## config.mk

```make
export PLATFORM = sky130hd
export DESIGN_NAME = sra_serial_regs
export DESIGN_NICKNAME = d
export VERILOG_FILES = /design/src/common/sra_pkg.sv /design/src/common/sra_mem_if.sv /design/src/core/sra_reg_mem.sv /design/src/core/sra_serial_regs.sv
export SDC_FILE = /design/constraint.sdc
export NUM_CORES = 1
export LEC_CHECK = 0
export BUFFER_PORTS_ARGS = -buffer_cell sky130_fd_sc_hd__clkbuf_2
export CORE_ASPECT_RATIO = 1.4
export CORE_MARGIN = 1
export CORE_UTILIZATION = 40
export CTS_CLUSTER_DIAMETER = 100
export DETAILED_ROUTE_END_ITERATION = 8
export PLACE_DENSITY = 0.59
export SLEW_MARGIN = 20
export SYNTH_ARGS = -nofsm -noshare
export SYNTH_HDL_FRONTEND = slang
export SYNTH_SLANG_ARGS = --single-unit
```

## constraint.sdc

```tcl
create_clock -name CLK -period 10.2 [get_ports CLK]
set_clock_uncertainty 0.2 [all_clocks]
set_input_delay 2.04 -clock CLK [delete_from_list [all_inputs] [get_ports CLK]]
set_output_delay 2.04 -clock CLK [all_outputs]
set_load 0.05 [all_outputs]
```

## src/common/sra_pkg.sv

```systemverilog
// ****************************************************************
// Constants shared by the serial register access block.
// ****************************************************************
package sra_pkg;

    localparam logic [4:0]  ADDR_NOP         = 5'h00;
    localparam logic [4:0]  ADDR_OUT_DATA    = 5'h02;
    localparam logic [4:0]  ADDR_SW_LOAD     = 5'h07;
    localparam logic [4:0]  ADDR_KEY         = 5'h08;
    localparam logic [4:0]  ADDR_GP_CONFIG1  = 5'h09;
    localparam logic [4:0]  ADDR_DIAG_CONFIG = 5'h10;
    localparam logic [4:0]  ADDR_RB_SELECT   = 5'h13;
    localparam logic [4:0]  ADDR_DIAG_FLAGS  = 5'h14;
    localparam logic [4:0]  ADDR_STATUS      = 5'h16;
    localparam logic [4:0]  ADDR_CHIP_ID     = 5'h17;
    localparam logic [4:0]  ADDR_FREQ_MON    = 5'h18;
    localparam logic [4:0]  ADDR_DEVICE_ID   = 5'h1C;

    localparam logic [15:0] RST_GP_CONFIG1   = 16'h0204;
    localparam logic [15:0] RST_DIAG_CONFIG  = 16'h005D;
    localparam logic [15:0] RST_RB_SELECT    = 16'h0000;
    localparam logic [15:0] RST_DIAG_FLAGS   = 16'hA000;

    localparam int          OSC_EN_BIT       = 2;
    localparam int          CRC_EN_BIT       = 0;
    localparam int          RB_MODE_LSB      = 8;
    localparam int          FLAG_PENDING     = 15;
    localparam int          FLAG_INVALID     = 5;
    localparam int          FLAG_COUNT       = 4;
    localparam int          FLAG_CRC         = 3;
    localparam int          FLAG_SLIP        = 2;

    localparam logic [5:0]  LEN_SHORT        = 6'd24;
    localparam logic [5:0]  LEN_LONG         = 6'd32;
    localparam logic [5:0]  LEN_MAX          = 6'h3F;
    localparam logic [15:0] KEY_REFRESH      = 16'hFCBA;
    localparam logic [23:0] OSC_HALT_CODE    = 24'h07DEAD;
    localparam logic [7:0]  CRC_POLY         = 8'h07;
    localparam logic [1:0]  SYNC_PATTERN     = 2'b10;

    typedef enum logic [1:0] {
        RB_TWO_STAGE,
        RB_AUTO,
        RB_SHARED_AUTO,
        RB_ECHO
    } sra_rb_mode_t;

    typedef enum {
        FR_IDLE,
        FR_ACTIVE,
        FR_DECODE
    } sra_frame_state_t;

    function automatic logic [7:0] crc8(input logic [23:0] data);
        logic [7:0] c;
        logic       fb;
        c = 8'h00;
        for (int i = 23; i >= 0; i--) begin
            fb = c[7] ^ data[i];
            c  = {c[6:0], 1'b0} ^ (fb ? CRC_POLY : 8'h00);
        end
        return c;
    endfunction : crc8

    function automatic logic is_reserved(input logic [4:0] addr);
        return (addr >= 5'h0B && addr <= 5'h0F) || addr == 5'h11 ||
               (addr >= 5'h19 && addr <= 5'h1B) || addr >= 5'h1D;
    endfunction : is_reserved

    function automatic logic is_read_only(input logic [4:0] addr);
        return addr == ADDR_OUT_DATA || addr == ADDR_STATUS ||
               addr == ADDR_CHIP_ID || addr == ADDR_FREQ_MON ||
               addr == ADDR_DEVICE_ID;
    endfunction : is_read_only

endpackage : sra_pkg

```

## src/common/sra_mem_if.sv

```systemverilog
`timescale 1ns/1ns
// ****************************************************************
// Register store access between the frame logic and the memory.
// ****************************************************************
interface sra_mem_if;
    logic        wr_en;
    logic [4:0]  wr_addr;
    logic [15:0] wr_data;
    logic [4:0]  rd_addr;
    logic [15:0] rd_data;

    modport ctrl (
        output wr_en,
        output wr_addr,
        output wr_data,
        output rd_addr,
        input  rd_data
    );

    modport store (
        input  wr_en,
        input  wr_addr,
        input  wr_data,
        input  rd_addr,
        output rd_data
    );
endinterface : sra_mem_if

```

## src/core/sra_reg_mem.sv

```systemverilog
`timescale 1ns/1ns
// ****************************************************************
// Generic register store, 32 words of 16 bits.
// ****************************************************************
module sra_reg_mem (
    input  wire logic clk,
    input  wire logic rst_n,
    sra_mem_if.store  mem
);
    logic [15:0] words [32];

    // Cleared on reset so that readback of untouched words is defined.
    always_ff @(posedge clk) begin
        if (!rst_n) begin
            for (int i = 0; i < 32; i++) begin
                words[i] <= 16'h0000;
            end
        end else if (mem.wr_en) begin
            words[mem.wr_addr] <= mem.wr_data;
        end
    end

    always_ff @(posedge clk) begin
        if (!rst_n) begin
            mem.rd_data <= 16'h0000;
        end else begin
            mem.rd_data <= words[mem.rd_addr];
        end
    end
endmodule : sra_reg_mem

```

## src/core/sra_serial_regs.sv

```systemverilog
`timescale 1ns/1ns
// Contract
// - Access to a reserved register address raises the invalid access flag.
// - CRC on from reset; frames must then be exactly 32 bits.
// - With CRC off, 24-bit and 32-bit frames accepted, extra byte ignored.
// - Frame: slip bit, two address bits, five register bits, sixteen data.
// - Frame acted on only when address bits match the address pins.
// - Register address bits 20 to 16 select the written register.
// - Four readback modes chosen by the mode field of readback select.
// - Two-stage: select a register, next frame shifts out its contents.
// - New readback request during return frame answered in next frame.
// - Readback frame: sync 10, fault state, address, sixteen data bits.
// - Autostatus returns the status word on every frame.
// - Shared mode flag set by valid write, cleared on frame-select fall.
// - Shared mode drives output only in a frame begun with the valid-write flag set.
// - Echo mode returns the previous command on every second frame.
// - Key 0xFCBA starts calibration refresh; pending flag shows progress.
// - Writing one to a sticky flag reloads it with the current fault.
// - Halted oscillator returns fixed code 0x07DEAD unless disabled.
module sra_serial_regs (
    input  wire logic        CLK,
    input  wire logic        RST_N,
    input  wire logic        SCLK,
    input  wire logic        SYNC_N,
    input  wire logic        SDI,
    input  wire logic        DEVICE_ADDR_HI,
    input  wire logic        DEVICE_ADDR_LO,
    input  wire logic        FAULT_N,
    input  wire logic        OSC_HALTED,
    input  wire logic [15:0] DIG_FAULT_IN,
    input  wire logic        ANALOG_FAULT_SUMMARY,
    input  wire logic        CALIB_DONE,
    output logic             SDO,
    output logic             SDO_OE,
    output logic             WR_STROBE,
    output logic [4:0]       WR_ADDR,
    output logic [15:0]      WR_DATA,
    output logic             CALIB_REFRESH_REQ,
    output logic             LOAD_OUTPUT_STROBE,
    output logic [15:0]      DIGITAL_DIAG_FLAGS
);
    // ************************************************************
    // Pin synchronisers and edge detection
    // ************************************************************
    logic       sclk_s1;
    logic       sclk_s2;
    logic       sclk_s3;
    logic       sync_s1;
    logic       sync_s2;
    logic       sync_s3;
    logic       sdi_s1;
    logic       sdi_s2;
    logic       ahi_s1;
    logic       ahi_s2;
    logic       alo_s1;
    logic       alo_s2;
    logic       fault_s1;
    logic       fault_s2;
    logic       osc_s1;
    logic       osc_s2;
    logic       sclk_fall;
    logic       sync_fall;
    logic       sync_rise;

    // The serial clock is slow against CLK, so edges are found by
    // sampling rather than by clocking logic on the pin itself.
    always_ff @(posedge CLK) begin
        if (!RST_N) begin
            sclk_s1  <= 1'b0;
            sclk_s2  <= 1'b0;
            sclk_s3  <= 1'b0;
            sync_s1  <= 1'b1;
            sync_s2  <= 1'b1;
            sync_s3  <= 1'b1;
            sdi_s1   <= 1'b0;
            sdi_s2   <= 1'b0;
            ahi_s1   <= 1'b0;
            ahi_s2   <= 1'b0;
            alo_s1   <= 1'b0;
            alo_s2   <= 1'b0;
            fault_s1 <= 1'b1;
            fault_s2 <= 1'b1;
            osc_s1   <= 1'b0;
            osc_s2   <= 1'b0;
        end else begin
            sclk_s1  <= SCLK;
            sclk_s2  <= sclk_s1;
            sclk_s3  <= sclk_s2;
            sync_s1  <= SYNC_N;
            sync_s2  <= sync_s1;
            sync_s3  <= sync_s2;
            sdi_s1   <= SDI;
            sdi_s2   <= sdi_s1;
            ahi_s1   <= DEVICE_ADDR_HI;
            ahi_s2   <= ahi_s1;
            alo_s1   <= DEVICE_ADDR_LO;
            alo_s2   <= alo_s1;
            fault_s1 <= FAULT_N;
            fault_s2 <= fault_s1;
            osc_s1   <= OSC_HALTED;
            osc_s2   <= osc_s1;
        end
    end

    assign sclk_fall = sclk_s3 & ~sclk_s2;
    assign sync_fall = sync_s3 & ~sync_s2;
    assign sync_rise = ~sync_s3 & sync_s2;

    // ************************************************************
    // Frame state, shift in and bit count
    // ************************************************************
    sra_pkg::sra_frame_state_t state;
    logic [31:0] rx_shift;
    logic [5:0]  bit_count;

    always_ff @(posedge CLK) begin
        if (!RST_N) begin
            state <= sra_pkg::FR_IDLE;
        end else begin
            case (state)
                sra_pkg::FR_IDLE: begin
                    if (sync_fall) begin
                        state <= sra_pkg::FR_ACTIVE;
                    end
                end
                sra_pkg::FR_ACTIVE: begin
                    if (sync_rise) begin
                        state <= sra_pkg::FR_DECODE;
                    end
                end
                sra_pkg::FR_DECODE: begin
                    state <= sra_pkg::FR_IDLE;
                end
                default: begin
                    state <= sra_pkg::FR_IDLE;
                end
            endcase
        end
    end

    always_ff @(posedge CLK) begin
        if (!RST_N) begin
            rx_shift  <= 32'h0000_0000;
            bit_count <= 6'h00;
        end else if (sync_fall) begin
            bit_count <= 6'h00;
        end else if (state == sra_pkg::FR_ACTIVE && sclk_fall) begin
            rx_shift <= {rx_shift[30:0], sdi_s2};
            if (bit_count != sra_pkg::LEN_MAX) begin
                bit_count <= bit_count + 6'h01;
            end
        end
    end

    // ************************************************************
    // Command decode at the end of a frame
    // ************************************************************
    logic [15:0] gp_config1;
    logic [15:0] diag_config;
    logic [15:0] rb_select;
    logic [15:0] diag_flags;
    logic        crc_en;
    logic        long_frame;
    logic [23:0] cmd_word;
    logic        len_ok;
    logic        crc_ok;
    logic        slip_ok;
    logic        addr_ok;
    logic        accepted;
    logic        bad_addr;
    logic        good_write;
    logic [4:0]  cmd_addr;
    logic [15:0] cmd_data;
    logic        decoding;

    assign crc_en     = diag_config[sra_pkg::CRC_EN_BIT];
    assign decoding   = (state == sra_pkg::FR_DECODE);
    assign long_frame = (bit_count == sra_pkg::LEN_LONG);
    // A 32-bit frame with CRC off still has its command in the top bytes.
    assign cmd_word   = long_frame ? rx_shift[31:8] : rx_shift[23:0];
    assign cmd_addr   = cmd_word[20:16];
    assign cmd_data   = cmd_word[15:0];
    assign len_ok     = crc_en ? long_frame
                      : (long_frame || bit_count == sra_pkg::LEN_SHORT);
    assign crc_ok     = !crc_en ||
                        rx_shift[7:0] == sra_pkg::crc8(rx_shift[31:8]);
    assign slip_ok    = cmd_word[23] == ~cmd_word[22];
    assign addr_ok    = cmd_word[22] == ahi_s2 &&
                        cmd_word[21] == alo_s2;
    assign accepted   = decoding & len_ok & crc_ok & slip_ok & addr_ok;
    assign bad_addr   = sra_pkg::is_reserved(cmd_addr);
    assign good_write = accepted & ~bad_addr;

    // ************************************************************
    // Error events
    // ************************************************************
    logic        ev_count;
    logic        ev_crc;
    logic        ev_slip;
    logic        ev_invalid;
    logic [1:0]  rb_mode;

    assign rb_mode = rb_select[sra_pkg::RB_MODE_LSB +: 2];

    always_ff @(posedge CLK) begin
        if (!RST_N) begin
            ev_count   <= 1'b0;
            ev_crc     <= 1'b0;
            ev_slip    <= 1'b0;
            ev_invalid <= 1'b0;
        end else begin
            ev_count   <= decoding & ~len_ok;
            ev_crc     <= decoding & len_ok & ~crc_ok;
            ev_slip    <= decoding & len_ok & crc_ok & ~slip_ok;
            // A reserved register named for two-stage readback is a read.
            ev_invalid <= (accepted & bad_addr) |
                          (sync_fall &&
                           rb_mode == sra_pkg::RB_TWO_STAGE &&
                           sra_pkg::is_reserved(rb_select[4:0]));
        end
    end

    // ************************************************************
    // Registers held in the frame logic
    // ************************************************************
    logic        wr_here;
    logic [15:0] flag_set;
    logic [15:0] flag_w1;
    logic        key_hit;

    assign wr_here  = good_write && !sra_pkg::is_read_only(cmd_addr);
    assign flag_set = DIG_FAULT_IN |
                      ({15'h0000, ev_invalid} << sra_pkg::FLAG_INVALID) |
                      ({15'h0000, ev_count} << sra_pkg::FLAG_COUNT) |
                      ({15'h0000, ev_crc} << sra_pkg::FLAG_CRC) |
                      ({15'h0000, ev_slip} << sra_pkg::FLAG_SLIP);
    assign flag_w1  = (wr_here && cmd_addr == sra_pkg::ADDR_DIAG_FLAGS)
                      ? cmd_data : 16'h0000;
    assign key_hit  = good_write && cmd_addr == sra_pkg::ADDR_KEY &&
                      cmd_data == sra_pkg::KEY_REFRESH;

    always_ff @(posedge CLK) begin
        if (!RST_N) begin
            gp_config1  <= sra_pkg::RST_GP_CONFIG1;
            diag_config <= sra_pkg::RST_DIAG_CONFIG;
            rb_select   <= sra_pkg::RST_RB_SELECT;
        end else if (wr_here) begin
            case (cmd_addr)
                sra_pkg::ADDR_GP_CONFIG1:  gp_config1  <= cmd_data;
                sra_pkg::ADDR_DIAG_CONFIG: diag_config <= cmd_data;
                sra_pkg::ADDR_RB_SELECT:   rb_select   <= cmd_data;
                default: begin
                end
            endcase
        end
    end

    // Writing a one drops the bit but the current fault sets it again in
    // the same cycle, so a persisting fault keeps its flag.
    always_ff @(posedge CLK) begin
        if (!RST_N) begin
            diag_flags <= sra_pkg::RST_DIAG_FLAGS;
        end else begin
            diag_flags <= (diag_flags & ~flag_w1) | flag_set;
            if (key_hit) begin
                diag_flags[sra_pkg::FLAG_PENDING] <= 1'b1;
            end else if (CALIB_DONE) begin
                diag_flags[sra_pkg::FLAG_PENDING] <= 1'b0;
            end else begin
                diag_flags[sra_pkg::FLAG_PENDING] <=
                    diag_flags[sra_pkg::FLAG_PENDING];
            end
        end
    end

    // ************************************************************
    // Command outputs and register store
    // ************************************************************
    sra_mem_if mem_bus ();

    assign mem_bus.wr_en   = wr_here;
    assign mem_bus.wr_addr = cmd_addr;
    assign mem_bus.wr_data = cmd_data;
    assign mem_bus.rd_addr = rb_select[4:0];

    sra_reg_mem u_mem (
        .clk   (CLK),
        .rst_n (RST_N),
        .mem   (mem_bus.store)
    );

    always_ff @(posedge CLK) begin
        if (!RST_N) begin
            WR_STROBE          <= 1'b0;
            WR_ADDR            <= 5'h00;
            WR_DATA            <= 16'h0000;
            CALIB_REFRESH_REQ  <= 1'b0;
            LOAD_OUTPUT_STROBE <= 1'b0;
            DIGITAL_DIAG_FLAGS <= sra_pkg::RST_DIAG_FLAGS;
        end else begin
            WR_STROBE          <= good_write;
            if (good_write) begin
                WR_ADDR <= cmd_addr;
                WR_DATA <= cmd_data;
            end
            CALIB_REFRESH_REQ  <= key_hit;
            LOAD_OUTPUT_STROBE <= good_write &&
                                  cmd_addr == sra_pkg::ADDR_SW_LOAD;
            DIGITAL_DIAG_FLAGS <= diag_flags;
        end
    end

    // ************************************************************
    // Readback modes and shift out
    // ************************************************************
    logic        shared_flag;
    logic        echo_phase;
    logic [23:0] last_cmd;
    logic [31:0] tx_shift;
    logic        drive_en;
    logic        fault_state;
    logic        dig_sum;
    logic [15:0] rb_value;
    logic [23:0] status_word;
    logic [23:0] next_word;

    assign fault_state = ~fault_s2;
    assign dig_sum     = |diag_flags;
    assign status_word = {2'b10, fault_state, dig_sum,
                          ANALOG_FAULT_SUMMARY, 19'h00000};

    always_comb begin
        case (rb_select[4:0])
            sra_pkg::ADDR_NOP:         rb_value = 16'h0000;
            sra_pkg::ADDR_GP_CONFIG1:  rb_value = gp_config1;
            sra_pkg::ADDR_DIAG_CONFIG: rb_value = diag_config;
            sra_pkg::ADDR_RB_SELECT:   rb_value = rb_select;
            sra_pkg::ADDR_DIAG_FLAGS:  rb_value = diag_flags;
            default:                   rb_value = mem_bus.rd_data;
        endcase
    end

    always_comb begin
        if (osc_s2 && gp_config1[sra_pkg::OSC_EN_BIT]) begin
            next_word = sra_pkg::OSC_HALT_CODE;
        end else begin
            case (rb_mode)
                sra_pkg::RB_TWO_STAGE: next_word =
                    {sra_pkg::SYNC_PATTERN, fault_state,
                     rb_select[4:0], rb_value};
                sra_pkg::RB_ECHO: next_word = echo_phase
                    ? last_cmd : status_word;
                default: next_word = status_word;
            endcase
        end
    end

    // The select written in one frame steers the very next frame.
    always_ff @(posedge CLK) begin
        if (!RST_N) begin
            tx_shift <= 32'h0000_0000;
        end else if (sync_fall) begin
            tx_shift <= {next_word,
                         crc_en ? sra_pkg::crc8(next_word) : 8'h00};
        end else if (state == sra_pkg::FR_ACTIVE && sclk_fall) begin
            tx_shift <= {tx_shift[30:0], 1'b0};
        end
    end

    always_ff @(posedge CLK) begin
        if (!RST_N) begin
            shared_flag <= 1'b0;
        end else if (good_write) begin
            shared_flag <= 1'b1;
        end else if (sync_fall) begin
            shared_flag <= 1'b0;
        end
    end

    always_ff @(posedge CLK) begin
        if (!RST_N) begin
            echo_phase <= 1'b0;
            last_cmd   <= 24'h000000;
        end else begin
            if (sync_fall && rb_mode == sra_pkg::RB_ECHO) begin
                echo_phase <= ~echo_phase;
            end
            if (accepted) begin
                last_cmd <= cmd_word;
            end
        end
    end

    // Flag is sampled at the select fall, before the clear takes effect.
    always_ff @(posedge CLK) begin
        if (!RST_N) begin
            drive_en <= 1'b0;
        end else if (sync_fall) begin
            drive_en <= rb_mode != sra_pkg::RB_SHARED_AUTO ||
                        shared_flag;
        end else if (sync_rise) begin
            drive_en <= 1'b0;
        end
    end

    always_ff @(posedge CLK) begin
        if (!RST_N) begin
            SDO    <= 1'b0;
            SDO_OE <= 1'b0;
        end else begin
            SDO    <= tx_shift[31];
            SDO_OE <= drive_en & ~sync_s2;
        end
    end
endmodule : sra_serial_regs

```

==> implementation parameters <==
Parameter                              Value

Outcome
  Status    finished, final reports clean

Synthesis
  Cell area after technology mapping    between 30000 and 40000 um2
  Async S/R FF share, synth    0
  Mean cell area of the mapped netlist    about 14 um2
  Sequential area share after synthesis    0.633
  Mapped Cells    approximately 2300
  EDFF count, synth    approximately 510
  Synth Register Bits    between 700 and 800
  Leading register cell type out of synthesis    sky130_fd_sc_hd__edfxtp_1
  Number of unique standard cell types used by synthesis    roughly 80
  Synth warn    0

Detailed routing
  Number of optimization iterations in the first detailed-route pass    5
  Antenna-violating nets left    0
  Total detailed-routing wirelength    around 90 mm
  First-iteration detailed-routing DRC count    1694
  Average wire per standard cell    ~24 um
  Total number of vias    between 15000 and 20000
  Via density per instance    roughly 5.3
  Final routed DRC violation total    0

Placement
  HPWL after detailed placement    57.4 mm
  Count of input and output buffers    67
  Global placer's final weighted congestion    0.904

Power
  Portion of total power attributed to the clock network    0.418
  Switching Power    about 1.4 mW
  Switching share of power    0.216
  Peak VDD IR    0.123 mV
  P_int    around 5.0 mW
  Logic pwr share    0.039
  Leakage power    approximately 13 nW
  Sequential fraction of design power    0.543
  Power density over the cells    174 nW/um2

Final layout
  Proportion of layout cells with a drive suffix above 1    0.176
  Final net count    between 2000 and 3000
  Most frequent cells in the layout    512 x sky130_fd_sc_hd__edfxtp_1, 347 x sky130_fd_sc_hd__nor2_1, 272 x sky130_fd_sc_hd__conb_1
  Area growth from synthesis to layout    14.7%
  Core occupancy in the finished layout    0.463
  Most common library cell in the layout ignoring fill and taps    sky130_fd_sc_hd__edfxtp_1
  Fill cells    around 7000

Die
  Effective utilization at floorplan    0.403
  Height of the chip    336 um
  Number of I/O pins    69
  Area of the placeable core    between 70000 and 80000 um2
  Rows    ~120
  DIE AREA    a little over 80000 um2
  Horizontal die dimension    around 240 um

Critical path
  Destination of the worst register-to-register timing path    u_mem.words[1][12]
  Beginning of the worst register-to-register path    rx_shift[30]
  Worst setup EP type    flop
  Family of cells with the greatest summed delay on the critical path    simple AND/OR/NAND/NOR gates
  Crit path max-delay cell type    sky130_fd_sc_hd__nor2b_4
  Worst setup path class    reg -> reg
  CP Launch Type    flop
  Reg2reg path depth    10
  Longest individual stage delay on the worst path    a little over 900 ps
  Cell-by-cell trace of the critical path    xor3_1 -> xnor3_1 -> xnor3_1 -> xnor2_1 -> mux2i_1 -> o41a_4 -> nor2b_4 -> and2_1 -> nand2_1 -> nand2_1
  Required arrival time at the worst endpoint    10250 ps
  CP bufs+invs    0
  Worst EP arrival    around 6100 ps
  Worst setup slack for register-to-register paths    between 4000 and 5000 ps
  Largest driver fanout on the critical path    48

Clock tree
  Count of buffers added by post-CTS timing repair for setup    0
  Clock slew at the register clock pins of the worst setup and hold paths    60 ps
  Maximum level of the CTS H-tree    3
  Maximum clock path buffer count    3
  Number of CTS-inserted buffers    70
  Clock tree from TritonCTS    built
  Post-CTS Hold Fix Bufs    0
  Clock root buffer master    sky130_fd_sc_hd__clkbuf_16
  Cts repair resizes    0
  Clock sinks    753
  Clk Latency, worst-skew pair    about 640 ps

Timing
  Crit share post-route    0.596
  Final setup fails    0
  Setup repair after global routing missed its margin    false
  Setup_tns    0 ps
  Worst-Margin Slew    around 1100 ps
  Relative slew slack    0.248
  Number of slew-limit violations in the final report    0
  Final worst path period need    6080 ps
  Number of failing hold endpoints at the final stage    0
  Fmax    between 150 and 200 MHz

Global routing
  Global-route usage over all layers    0.218
  Global Route met2 Usage    0.382
  M1 GR Usage    0.256
  Global route hottest layer    met2
  Antenna violations before repair    1
  Global route overflow    0
  Pin count of the biggest net entering global routing    99
  GR Util met3    0.0279
  First-pass GRT wire length    approximately 130 mm
  Vias in the first global route    a little under 20000

Min path
  Hold WC Path Type    reg -> reg
  WHS Endpoint    fault_s2
  Worst min-delay path startpoint    fault_s1
  Hold Path Depth    1

Flow run
  Maxcap violations    0
how the worst max path moves through the flow:
stage                         startpoint            endpoint  slack (ps)  depth (start not counted)
finish                      rx_shift[30]  u_mem.words[1][12]        4120                         10
floorplan           ANALOG_FAULT_SUMMARY         tx_shift[0]        5460                         10
detailed placement          rx_shift[30]   u_mem.words[1][9]        4220                         10
global route                rx_shift[30]  u_mem.words[1][12]        3930                         10
global placement            rx_shift[30]   u_mem.words[1][9]        4280                         10
CTS                         rx_shift[30]  u_mem.words[1][12]        4180                         10
power by group through the flow:
stage | logic (mW) | registers [mW] | clock network, mW
global placement | 0.242 | 3.52 | 0
floorplan | 0.157 | 3.52 | 0
detailed placement | 0.245 | 3.53 | 0
finish | 0.245 | 3.46 | 2.66
global route | 0.266 | 3.47 | 2.81
CTS | 0.246 | 3.46 | 2.71
cells in the mapped netlist (4+ instances only):
| library cell | instances | area, um2 |
|---|---|---|
| sky130_fd_sc_hd__o21a_1 | 5 | 37.5 |
| sky130_fd_sc_hd__nor2_4 | 13 | 146 |
| sky130_fd_sc_hd__dfxtp_1 | 241 | 4820 |
| sky130_fd_sc_hd__and3b_1 | 6 | 52.6 |
| sky130_fd_sc_hd__nand2b_1 | 27 | 169 |
| sky130_fd_sc_hd__nand3_1 | 25 | 125 |
| sky130_fd_sc_hd__buf_6 | 4 | 45.0 |
| sky130_fd_sc_hd__o21ai_0 | 44 | 220 |
| sky130_fd_sc_hd__buf_1 | 31 | 116 |
| sky130_fd_sc_hd__xnor3_1 | 13 | 293 |
| sky130_fd_sc_hd__clkbuf_1 | 117 | 439 |
| sky130_fd_sc_hd__a221oi_1 | 4 | 35.0 |
| sky130_fd_sc_hd__mux2i_1 | 64 | 641 |
| sky130_fd_sc_hd__a31oi_1 | 5 | 31.3 |
| sky130_fd_sc_hd__xor2_1 | 20 | 175 |
| sky130_fd_sc_hd__xor3_1 | 10 | 238 |
| sky130_fd_sc_hd__mux4_2 | 160 | 3600 |
| sky130_fd_sc_hd__a22o_1 | 14 | 123 |
| sky130_fd_sc_hd__o22ai_1 | 12 | 75.1 |
| sky130_fd_sc_hd__buf_2 | 15 | 75.1 |
| sky130_fd_sc_hd__edfxtp_1 | 512 | 15400 |
| sky130_fd_sc_hd__nor2_1 | 347 | 1300 |
| sky130_fd_sc_hd__nor4_1 | 7 | 43.8 |
| sky130_fd_sc_hd__a21o_1 | 15 | 113 |
| sky130_fd_sc_hd__nor2b_1 | 15 | 93.8 |
| sky130_fd_sc_hd__nand2_1 | 133 | 499 |
| sky130_fd_sc_hd__a31o_2 | 26 | 228 |
| sky130_fd_sc_hd__mux2_2 | 14 | 158 |
| sky130_fd_sc_hd__a21oi_1 | 67 | 335 |
| sky130_fd_sc_hd__nor3b_1 | 7 | 52.6 |
| sky130_fd_sc_hd__and3_1 | 11 | 68.8 |
| sky130_fd_sc_hd__o22a_1 | 5 | 43.8 |
| sky130_fd_sc_hd__a22oi_1 | 12 | 90.1 |
| sky130_fd_sc_hd__xnor2_1 | 50 | 438 |
| sky130_fd_sc_hd__inv_1 | 40 | 150 |
| sky130_fd_sc_hd__nand4_1 | 5 | 31.3 |
| sky130_fd_sc_hd__a211oi_1 | 64 | 480 |
| sky130_fd_sc_hd__o211ai_1 | 4 | 30.0 |
| sky130_fd_sc_hd__and2_1 | 38 | 238 |
| sky130_fd_sc_hd__nor3_1 | 11 | 55.1 |
| sky130_fd_sc_hd__ha_1 | 7 | 87.6 |
layout make-up:
cell class | instances | area, um2 | share of cell area
timing repair buffer | 104 | 628 | 0.0172
sequential | 753 | 20200 | 0.552
antenna | 1 | 2.50 | 0.0000684
tap | 1054 | 1320 | 0.0360
clock inverter | 40 | 340 | 0.00930
multi-input combinational | 1585 | 12000 | 0.327
clock buffer | 88 | 1960 | 0.0536
inverter | 42 | 160 | 0.00438
registers in the layout (all words and copies together), names as in the netlist, 5 cells and up:
signal	cells
tx_shift	32
u_mem.mem.rd_data	16
diag_flags	16
WR_DATA	16
DIGITAL_DIAG_FLAGS	16
bit_count	6
rx_shift	32
WR_ADDR	5
last_cmd	24
u_mem.words	512
gp_config1	16
rb_select	16
diag_config	16
stage by stage:
stage	worst slack (ps)	total power [mW]	hold slack [ps]	area, um2	std cells
6_report	4120	6.37	214	36600	3667
2_1_floorplan	5460	3.67	186	32900	2548
3_5_place_dp	4220	3.77	200	34300	3538
3_3_place_gp	4280	3.76	196	34300	3538
5_1_grt	3930	6.55	226	36600	3666
4_1_cts	4180	6.41	215	36600	3666
routing by layer:
metal  routed length (um)  vias to the layer above
met3                 4950                      170
met2                45000                      695
met1                32400                     9850
li1                     -                     8771
met5                    0                        -
met4                 4960                        0
cell families (layout without fill, tap and decap cells):
logic type      count (synthesis)  count (layout)  synth area share
flops                         753             753             0.633
mux                           238             238             0.138
simple gates                  668             668            0.0963
other cells                     1             273          0.000118
buf+inv                       210             274            0.0266
fa+ha+maj                       7               7           0.00275
compound gates                306             306            0.0666
xor+xnor                       94              94            0.0364
worst register-to-register path, delay by kind of cell (launching register included):
family / cells / cell delay [ps]
xor+xnor: 4 / 1460
flops: 1 / 550
compound gates: 1 / 610
simple gates: 4 / 2730
mux: 1 / 140
No activity file was read; power rests on OpenSTA's default activity.
